File: src/rtl/lgtb_pkg.sv
// Package for the logic gate and timer block library.
// Assumes a single 25 MHz clock feeding every block.
package lgtb_pkg;

    // =========================================================
    // Clock and time base
    localparam int unsigned CLK_HZ        = 25_000_000;
    // Setting is in hundredths of a unit: 1 .. 9999
    localparam int unsigned TICK_PER_SEC  = 100;
    localparam int unsigned SEC_PER_MIN   = 60;
    localparam int unsigned MIN_PER_HOUR  = 60;
    localparam int unsigned CYC_PER_TICK  = CLK_HZ / TICK_PER_SEC;
    localparam int unsigned SET_MIN       = 1;
    localparam int unsigned SET_MAX       = 9999;
    localparam int unsigned SET_W         = 14;
    localparam int unsigned PRE_W         = 18;
    localparam int unsigned SUB_W         = 12;

    // =========================================================
    // Time unit selection
    typedef enum logic [1:0] {
        LGTB_UNIT_SEC  = 2'h0,
        LGTB_UNIT_MIN  = 2'h1,
        LGTB_UNIT_HOUR = 2'h2
    } lgtb_unit_t;

    localparam logic [SET_W-1:0] SET_MIN_V = SET_W'(SET_MIN);
    localparam logic [SET_W-1:0] SET_MAX_V = SET_W'(SET_MAX);

endpackage

File: src/rtl/lgtb_timebase.sv
// Time base: one-cycle pulses at 1/100 s, 1/100 min and 1/100 h.
// Assumes ref_clk at the rate given in the package.
`timescale 1ns/1ps
`default_nettype none
module lgtb_timebase
    import lgtb_pkg::*;
(
    // Clock and reset
    input  wire logic ref_clk,
    input  wire logic sys_rst,
    // Tick pulses
    output logic      tick_sec,
    output logic      tick_min,
    output logic      tick_hour
);
    localparam logic [PRE_W-1:0] PRE_LAST = PRE_W'(CYC_PER_TICK - 1);
    localparam logic [SUB_W-1:0] MIN_LAST = SUB_W'(SEC_PER_MIN - 1);
    localparam logic [SUB_W-1:0] HR_LAST  = SUB_W'(MIN_PER_HOUR - 1);

    logic [PRE_W-1:0] pre_cnt;
    logic [SUB_W-1:0] min_cnt;
    logic [SUB_W-1:0] hr_cnt;

    // =========================================================
    // Prescaler to hundredths of a second
    always_ff @(posedge ref_clk) begin
        if (sys_rst) begin
            pre_cnt  <= '0;
            tick_sec <= 1'b0;
        end else begin
            tick_sec <= (pre_cnt == PRE_LAST);
            pre_cnt  <= (pre_cnt == PRE_LAST) ? '0 : pre_cnt + 1'b1;
        end
    end

    // =========================================================
    // Cascaded dividers for minutes and hours
    always_ff @(posedge ref_clk) begin
        if (sys_rst) begin
            min_cnt  <= '0;
            tick_min <= 1'b0;
        end else begin
            tick_min <= tick_sec && (min_cnt == MIN_LAST);
            if (tick_sec)
                min_cnt <= (min_cnt == MIN_LAST) ? '0 : min_cnt + 1'b1;
        end
    end

    always_ff @(posedge ref_clk) begin
        if (sys_rst) begin
            hr_cnt    <= '0;
            tick_hour <= 1'b0;
        end else begin
            tick_hour <= tick_min && (hr_cnt == HR_LAST);
            if (tick_min)
                hr_cnt <= (hr_cnt == HR_LAST) ? '0 : hr_cnt + 1'b1;
        end
    end
endmodule
`default_nettype wire

File: src/rtl/lgtb_blocks.sv
// Gate and timer function blocks sharing one clock and power-up reset.
// Assumes block inputs are already synchronous to ref_clk.
`timescale 1ns/1ps
`default_nettype none
module lgtb_blocks
    import lgtb_pkg::*;
(
    // Clock and reset
    input  wire logic             ref_clk,
    input  wire logic             sys_rst,
    // Gate inputs
    input  wire logic             gate_in_a,
    input  wire logic             gate_in_b,
    input  wire logic             gate_in_c,
    // Gate outputs
    output logic                  or_out,
    output logic                  not_out,
    output logic                  nand_out,
    output logic                  nor_out,
    output logic                  xor_out,
    // On-delay timer
    input  wire logic             on_delay_trigger_in,
    input  wire logic [SET_W-1:0] on_delay_setting,
    input  wire logic [1:0]       on_delay_unit,
    output logic                  on_delay_out,
    // Off-delay timer
    input  wire logic             off_delay_trigger_in,
    input  wire logic             off_delay_reset,
    input  wire logic [SET_W-1:0] off_delay_setting,
    input  wire logic [1:0]       off_delay_unit,
    output logic                  off_delay_out,
    // Toggle relay
    input  wire logic             toggle_trigger_in,
    input  wire logic             toggle_reset,
    output logic                  toggle_relay
);
    logic tick_sec;
    logic tick_min;
    logic tick_hour;

    // =========================================================
    // Shared time base
    lgtb_timebase i_lgtb_timebase (
        .ref_clk   (ref_clk),
        .sys_rst   (sys_rst),
        .tick_sec  (tick_sec),
        .tick_min  (tick_min),
        .tick_hour (tick_hour)
    );

    // Pick the tick for a unit code; unknown codes fall back to seconds
    function automatic logic unit_tick(input logic [1:0] unit,
                                       input logic ts,
                                       input logic tm,
                                       input logic th);
        logic t;
        t = ts;
        case (unit)
            LGTB_UNIT_SEC:  t = ts;
            LGTB_UNIT_MIN:  t = tm;
            LGTB_UNIT_HOUR: t = th;
            default:        t = ts;
        endcase
        return t;
    endfunction

    // Clamp a setting into the legal span
    function automatic logic [SET_W-1:0] clamp_set(input logic [SET_W-1:0] v);
        logic [SET_W-1:0] c;
        c = v;
        if (v < SET_MIN_V)
            c = SET_MIN_V;
        else if (v > SET_MAX_V)
            c = SET_MAX_V;
        return c;
    endfunction

    // =========================================================
    // Combinational gates, registered for clean data outputs
    always_ff @(posedge ref_clk) begin
        if (sys_rst) begin
            or_out   <= 1'b0;
            not_out  <= 1'b1;
            nand_out <= 1'b1;
            nor_out  <= 1'b1;
            xor_out  <= 1'b0;
        end else begin
            or_out   <= gate_in_a | gate_in_b | gate_in_c;
            not_out  <= ~gate_in_a;
            nand_out <= ~(gate_in_a & gate_in_b & gate_in_c);
            nor_out  <= ~(gate_in_a | gate_in_b | gate_in_c);
            xor_out  <= gate_in_a ^ gate_in_b;
        end
    end

    // =========================================================
    // Previous-cycle copies for edge detection
    logic on_trig_q;
    logic off_trig_q;
    logic tog_trig_q;

    always_ff @(posedge ref_clk) begin
        if (sys_rst) begin
            on_trig_q  <= 1'b0;
            off_trig_q <= 1'b0;
            tog_trig_q <= 1'b0;
        end else begin
            on_trig_q  <= on_delay_trigger_in;
            off_trig_q <= off_delay_trigger_in;
            tog_trig_q <= toggle_trigger_in;
        end
    end

    logic on_rise;
    logic off_fall;
    logic tog_rise;
    assign on_rise  = on_delay_trigger_in & ~on_trig_q;
    assign off_fall = ~off_delay_trigger_in & off_trig_q;
    assign tog_rise = toggle_trigger_in & ~tog_trig_q;

    // =========================================================
    // On-delay timer
    // Count starts at the rise, so the first unit tick may come early
    // by up to one hundredth of a unit; accuracy matches the setting step.
    logic [SET_W-1:0] on_cnt;
    logic             on_run;
    logic             on_tick;
    assign on_tick = unit_tick(on_delay_unit, tick_sec, tick_min, tick_hour);

    always_ff @(posedge ref_clk) begin
        if (sys_rst) begin
            on_cnt       <= '0;
            on_run       <= 1'b0;
            on_delay_out <= 1'b0;
        end else if (!on_delay_trigger_in) begin
            on_cnt       <= '0;
            on_run       <= 1'b0;
            on_delay_out <= 1'b0;
        end else if (on_rise) begin
            on_cnt       <= '0;
            on_run       <= 1'b1;
            on_delay_out <= 1'b0;
        end else if (on_run && on_tick) begin
            if (on_cnt + 1'b1 >= clamp_set(on_delay_setting)) begin
                on_run       <= 1'b0;
                on_delay_out <= 1'b1;
                on_cnt       <= '0;
            end else begin
                on_cnt <= on_cnt + 1'b1;
            end
        end
    end

    // =========================================================
    // Off-delay timer with reset
    logic [SET_W-1:0] off_cnt;
    logic             off_run;
    logic             off_tick;
    assign off_tick = unit_tick(off_delay_unit, tick_sec, tick_min,
                                tick_hour);

    always_ff @(posedge ref_clk) begin
        if (sys_rst || off_delay_reset) begin
            off_cnt       <= '0;
            off_run       <= 1'b0;
            off_delay_out <= 1'b0;
        end else if (off_delay_trigger_in) begin
            off_cnt       <= '0;
            off_run       <= 1'b0;
            off_delay_out <= 1'b1;
        end else if (off_fall) begin
            off_cnt       <= '0;
            off_run       <= 1'b1;
            off_delay_out <= 1'b1;
        end else if (off_run && off_tick) begin
            if (off_cnt + 1'b1 >= clamp_set(off_delay_setting)) begin
                off_run       <= 1'b0;
                off_cnt       <= '0;
                off_delay_out <= 1'b0;
            end else begin
                off_cnt <= off_cnt + 1'b1;
            end
        end
    end

    // =========================================================
    // Toggle relay
    always_ff @(posedge ref_clk) begin
        if (sys_rst) begin
            toggle_relay <= 1'b0;
        end else if (toggle_reset) begin
            toggle_relay <= 1'b0;
        end else if (tog_rise) begin
            toggle_relay <= ~toggle_relay;
        end
    end
endmodule
`default_nettype wire

File: config.mk
export PLATFORM = sky130hd
export DESIGN_NAME = lgtb_blocks
export DESIGN_NICKNAME = d
export VERILOG_FILES = /design/src/rtl/lgtb_pkg.sv /design/src/rtl/lgtb_timebase.sv /design/src/rtl/lgtb_blocks.sv
export SDC_FILE = /design/constraint.sdc
export NUM_CORES = 1
export LEC_CHECK = 0
export BUFFER_PORTS_ARGS = -buffer_cell sky130_fd_sc_hd__buf_2
export CAP_MARGIN = 20
export CELL_PAD_IN_SITES_DETAIL_PLACEMENT = 1
export CELL_PAD_IN_SITES_GLOBAL_PLACEMENT = 2
export CORE_MARGIN = 4
export CORE_UTILIZATION = 36
export DETAILED_ROUTE_END_ITERATION = 10
export GPL_TIMING_DRIVEN = 0
export PLACE_DENSITY = 0.84
export SLEW_MARGIN = 20
export SYNTH_ARGS = -nofsm -noshare
export SYNTH_HDL_FRONTEND = slang
export SYNTH_SLANG_ARGS = --single-unit
File: constraint.sdc
create_clock -name ref_clk -period 4.2 [get_ports ref_clk]
set_clock_uncertainty 0.15 [all_clocks]
set_input_delay 0.42 -clock ref_clk [delete_from_list [all_inputs] [get_ports ref_clk]]
set_output_delay 0.42 -clock ref_clk [all_outputs]
set_load 0.02 [all_outputs]
# Word-level counts from Yosys, hierarchy flattened
# Index checks and enable logic that the tools add are counted.
[op_classes]
mux = 25
eq_ne = 7
reduce_logical = 21
order_cmp = 6
bitwise_logic = 16
n_addsub = 5
[op_table]
columns = ["operator", "n"]
rows = [
  ["two-way mux 14 bit", 14],
  ["adder 14 x 1 -> 14 bit (second input constant)", 2],
  [">= comparator 14 bit", 2],
  ["greater-than comparator 14 bit (second input constant)", 2],
  ["less-than comparator 14 x 1 -> 1 bit (second input constant)", 2],
  ["adder 12 x 1 -> 12 bit (second input constant)", 2],
  ["== test 12 x 6 -> 1 bit (second input constant)", 2],
  ["two-way mux 12 bit", 2],
  ["adder 18 x 1 -> 18 bit (second input constant)", 1],
  ["== test 18 bit (second input constant)", 1],
  ["NOT 1 bit", 8],
  ["AND reduction 2 bit", 4],
  ["nonzero test 2 bit", 4],
  ["OR reduction 2 bit", 4],
  ["two-way mux 1 bit", 7],
  ["nonzero test 3 bit", 2],
  ["OR reduction 3 bit", 2],
  ["AND 1 bit", 5],
  ["== test 2 x 1 -> 1 bit (second input constant)", 2],
  ["== test 2 bit (second input constant)", 2],
  ["logical AND 1 bit", 4],
  ["one-hot mux 1 bit (2 select lines)", 2],
  ["OR 1 bit", 2],
  ["logical OR 1 bit", 1],
  ["XOR 1 bit", 1],
]
[word_totals]
in_bits = 42
word_cells = 101
out_inout_bits = 8
regBits = 86

# Logic depth before layout (Yosys ltp)
[logic_depth]
word_depth = 12
ltp_mapped = 13
ltp_nobuf = 12

# By module
# Synthesis repeated with hierarchy kept, for this count alone.
[unflattened]
hier_cells = 608
hier_area_um2 = 5114.9
[by_module_without_submodules]
columns = ["module", "cells_per_inst", "seq_area_each_um2", "area_each_um2", "instances"]
rows = [
  ["lgtb_blocks", 386, 820.8, 3110.5, 1],
  ["lgtb_timebase", 222, 900.9, 2004.4, 1],
]

# Least setup slack after synthesis
# OpenSTA, ideal clock, no wires.
[synth_path]
path_kind = "reg2reg"
from = "register off_cnt[0]"
to = "register off_cnt[7]"
setup_time_ns = 0.117
path_slack_ns = 1.284
stages_incl_launch_ff = 13
t_arrival_ns = 2.650
n_path_buf = 0
period_less_slack_ns = 2.916
cell_sequence = "dfxtp_1 > ha_1 > nand3_1 > nor2b_1 > nand4_1 > xnor2_1 > ha_1 > and4_1 > o2111ai_1 > a21oi_1 > a21boi_4 > and3_1 > a22o_1"
[synth_via]
elab_chain_cells = 3
[synth_rtl]
columns = ["item", "line_no", "source"]
rows = [
  ["start, declared", "lgtb_blocks.sv:156", "logic [SET_W-1:0] off_cnt;"],
  ["start signal, assigned", "lgtb_blocks.sv:181", "off_cnt <= off_cnt + 1'b1;"],
  ["adder 14 x 1 -> 14 bit (*)", "lgtb_blocks.sv:176, lgtb_blocks.sv:181", ""],
  [">= comparator 14 bit", "lgtb_blocks.sv:176", "if (off_cnt + 1'b1 >= clamp_set(off_delay_setting)) begin"],
  ["two-way mux 14 bit (*)", "lgtb_blocks.sv:176", ""],
]
# Every way passes the cells marked *; elsewhere a longest branch is shown, timed or not.
# A chain may end at the register's enable or synchronous reset.

# Worst setup path in the final report
[layout_path]
from = "register off_cnt[0]"
to = "register off_cnt[8]"
# The elaborated chain is that of the path after synthesis.

==> results.ini <==
[run_status]
status = finished, final reports clean

[die]
fp.coreArea_mm2 = 0.01324
rows = 42
die-area_mm2 = 0.01550
die_x_um = 124.5
start_util_pct = 36.90
pin_count = 50
die_h_um = 124.5

[sta]
period_minus_slack_ns = 3.615
finalHoldViolCount = 0
setup_tns_ns = 0
rsz0062_at_grt = no
max_slew_margin_pct = 43.85
setup_violations = 0
min_period_over_period_pct = 86.08
slew_viol_final = 0
fmaxAchievable_ghz = 0.2766
tightest_slew_ns = 0.8352

[final_layout]
diodes = 0
nets = 722
final_cells = 821
final_common_cell = nor2_1
nFillCells = 1624
final_layout_size_suffix_gt1_share_pct = 13.18
syn2layout_area_growth_pct = 15.57
mostFrequentLayoutCells = 100 x nor2_1, 86 x dfxtp_1, 66 x nand2_1

[worst_setup_path]
timing.rr.start = off_cnt[0]
required_ns = 4.29
crit_arrival_ns = 3.71
cp-start-kind = flop
worstReg2RegEnd = off_cnt[8]
critPathMaxFanout = 10
r2r_cells = 12
worst_setup_path_end_kind = flop
critical_path_class = reg -> reg
r2r_slack_ns = 0.58

[detailed_routing]
wl_met2_um = 6026
first_pass_iters = 4
drtIter0Drc = 96
vias_per_cell = 5.063
antenna_left = 0
routedLengthMet1_um = 5527
route.detailed.drc = 0
wl_met3_um = 224
routed-via-count = 4157
drt-total-wl_um = 11950
top_layer = met4
wl_per_cell_um = 14.55

[worst_hold_path]
hold_end = toggle_relay
worstHoldStart = toggle_reset
holdPathStages = 2
hp-class = in -> reg

[placed_design]
place.gp.congestion = 0.8351
dp_hpwl_um = 9413
place_inst = 806
port_buffers = 48

[global_route]
track_usage_pct = 15.67
grt_max_degree = 14
grt_pass1_vias = 4494
gr-total-overflow = 0
antenna_found_initial = 0
grt_pass1_wl_um = 20610

[job]
max_cap_viol_count = 0

[pwr]
max-vdd-ir-drop_v = 0.0001677
p_per_area_mw_per_mm2 = 310.3
leakagePower_uw = 0.002405

[cts]
worstSkewPairLatency_ns = 0.34
root_buffer = clkbuf_16
cts_hold_buf = 0
numCtsBuffers = 9
clock_path_buffers = 2
clkTransAtPathRegs_ns = 0.06
tritoncts = yes
cts_setup_buffers = 0
cts_resized = 0
htree_levels = 3
cts.sinks = 86

[synth]
yosysTopAreaCell = dfxtp_1
synth_flop_cell = dfxtp_1
seq_area_frac_synth_pct = 35.24
synth_edf_count = 0
postSynthAreaPerCell_um2 = 8.395
synth_seq_cells = 86
yosysTopAreaCellShare_pct = 35.24
ys_async_sr_fraction_pct = 0
ys_types = 58
yosysWarnings = 0
netlist_area_mm2 = 0.004886
synth_fp_nets = 663
syn_inst = 582
synthTopCellsByArea = dfxtp_1 35%, ha_1 10%, nor2_1 7.7%

-- critical path, cell delays in order, from the launching register on --
cell and delay (ns):
dfxtp_1 0.47, ha_1 0.30, nand3_1 0.21, nor2b_1 0.30, nand4_1 0.16, xnor2_1 0.24, ha_1 0.28, o21ai_0 0.16
nor2_1 0.07, a211oi_2 0.27, a21boi_4 0.40, nand3_1 0.23, o31ai_1 0.27
-- cells in the mapped netlist (5+ instances only) --
master / n
a21o_1: 7
a21oi_1: 12
a22o_1: 5
and2_1: 6
and3_1: 16
and4_1: 8
clkbuf_1: 9
dfxtp_1: 86
ha_1: 39
inv_1: 17
nand2_1: 66
nand2b_1: 6
nand3_1: 33
nand4_1: 10
nor2_1: 100
nor2b_1: 10
nor3_1: 11
nor4_1: 5
o21ai_0: 9
xnor2_1: 34
xor2_1: 40
-- where the power goes --
group / internal (µW) / switching [µW] / leakage (µW)
clock network: 490 / 315 / 0.000149
registers: 824 / 5.17 / 0.000696
logic: 48.8 / 68.6 / 0.00156
total: 1360 / 389 / 0.00241
-- area by class of cell --
class	count	area (µm²)	area share, %
clock inverters	3	43.79	0.7755
clock buffers	12	256.5	4.542
flip-flops and latches	86	1722	30.49
repair buffers	48	240.2	4.254
well taps	176	220.2	3.900
inverters	17	63.81	1.130
plain buffers	17	98.84	1.750
multi-input cells	462	3002	53.16
-- cells by family after synthesis --
group           Yosys count  share of synthesized area [%]
flops                    86                          35.24
xor+xnor                 74                          13.27
mux                       2                         0.4097
simple gates            280                          27.02
buf+inv                  34                          3.329
fa+ha+maj                39                          9.987
compound gates           67                          10.76
-- sequential cells by signal (all words and copies together), names as in the netlist --
signal / cells
or_out: 1
i_lgtb_timebase.min_cnt: 12
xor_out: 1
off_trig_q: 1
on_trig_q: 1
toggle_relay: 1
i_lgtb_timebase.pre_cnt: 18
not_out: 1
nand_out: 1
i_lgtb_timebase.tick_hour: 1
i_lgtb_timebase.tick_sec: 1
i_lgtb_timebase.hr_cnt: 12
off_delay_out: 1
on_cnt: 14
on_delay_out: 1
nor_out: 1
off_cnt: 14
i_lgtb_timebase.tick_min: 1
on_run: 1
off_run: 1
tog_trig_q: 1
-- metal layers --
| layer | vias to the layer above | track usage, % |
|---|---|---|
| li1 | 2108 | - |
| met5 | - | 0 |
| met2 | 38 | 27.83 |
| met1 | 1999 | 19.19 |
| met4 | 0 | 4.965 |
| met3 | 12 | 2.744 |
-- worst max path at each step --
stage | startpoint | endpoint
after CTS | off_cnt[0] | off_cnt[8]
after detailed placement | off_cnt[0] | off_cnt[8]
after global routing | off_cnt[0] | off_cnt[8]
after global placement | off_cnt[0] | off_cnt[8]
final | off_cnt[0] | off_cnt[8]
after floorplan | off_cnt[0] | off_cnt[7]
-- per-stage QoR --
step | power (µW) | util (%) | area [µm²] | worst slack [ns] | hold WS [ns]
floorplan | 916.1 | - | 4886 | 1.284 | 0.2794
CTS | 1778 | 42.64 | 5647 | 0.5667 | 0.1051
detailed placement | 967.2 | 40.37 | 5346 | 0.6459 | 0.3042
global placement | 960.2 | 40.37 | 5346 | 0.7048 | 0.2892
finish | 1752 | 42.64 | 5647 | 0.5847 | 0.1100
global route | 1822 | 42.64 | 5647 | 0.2549 | 0.1061
Power figures use the tool's default switching activity.
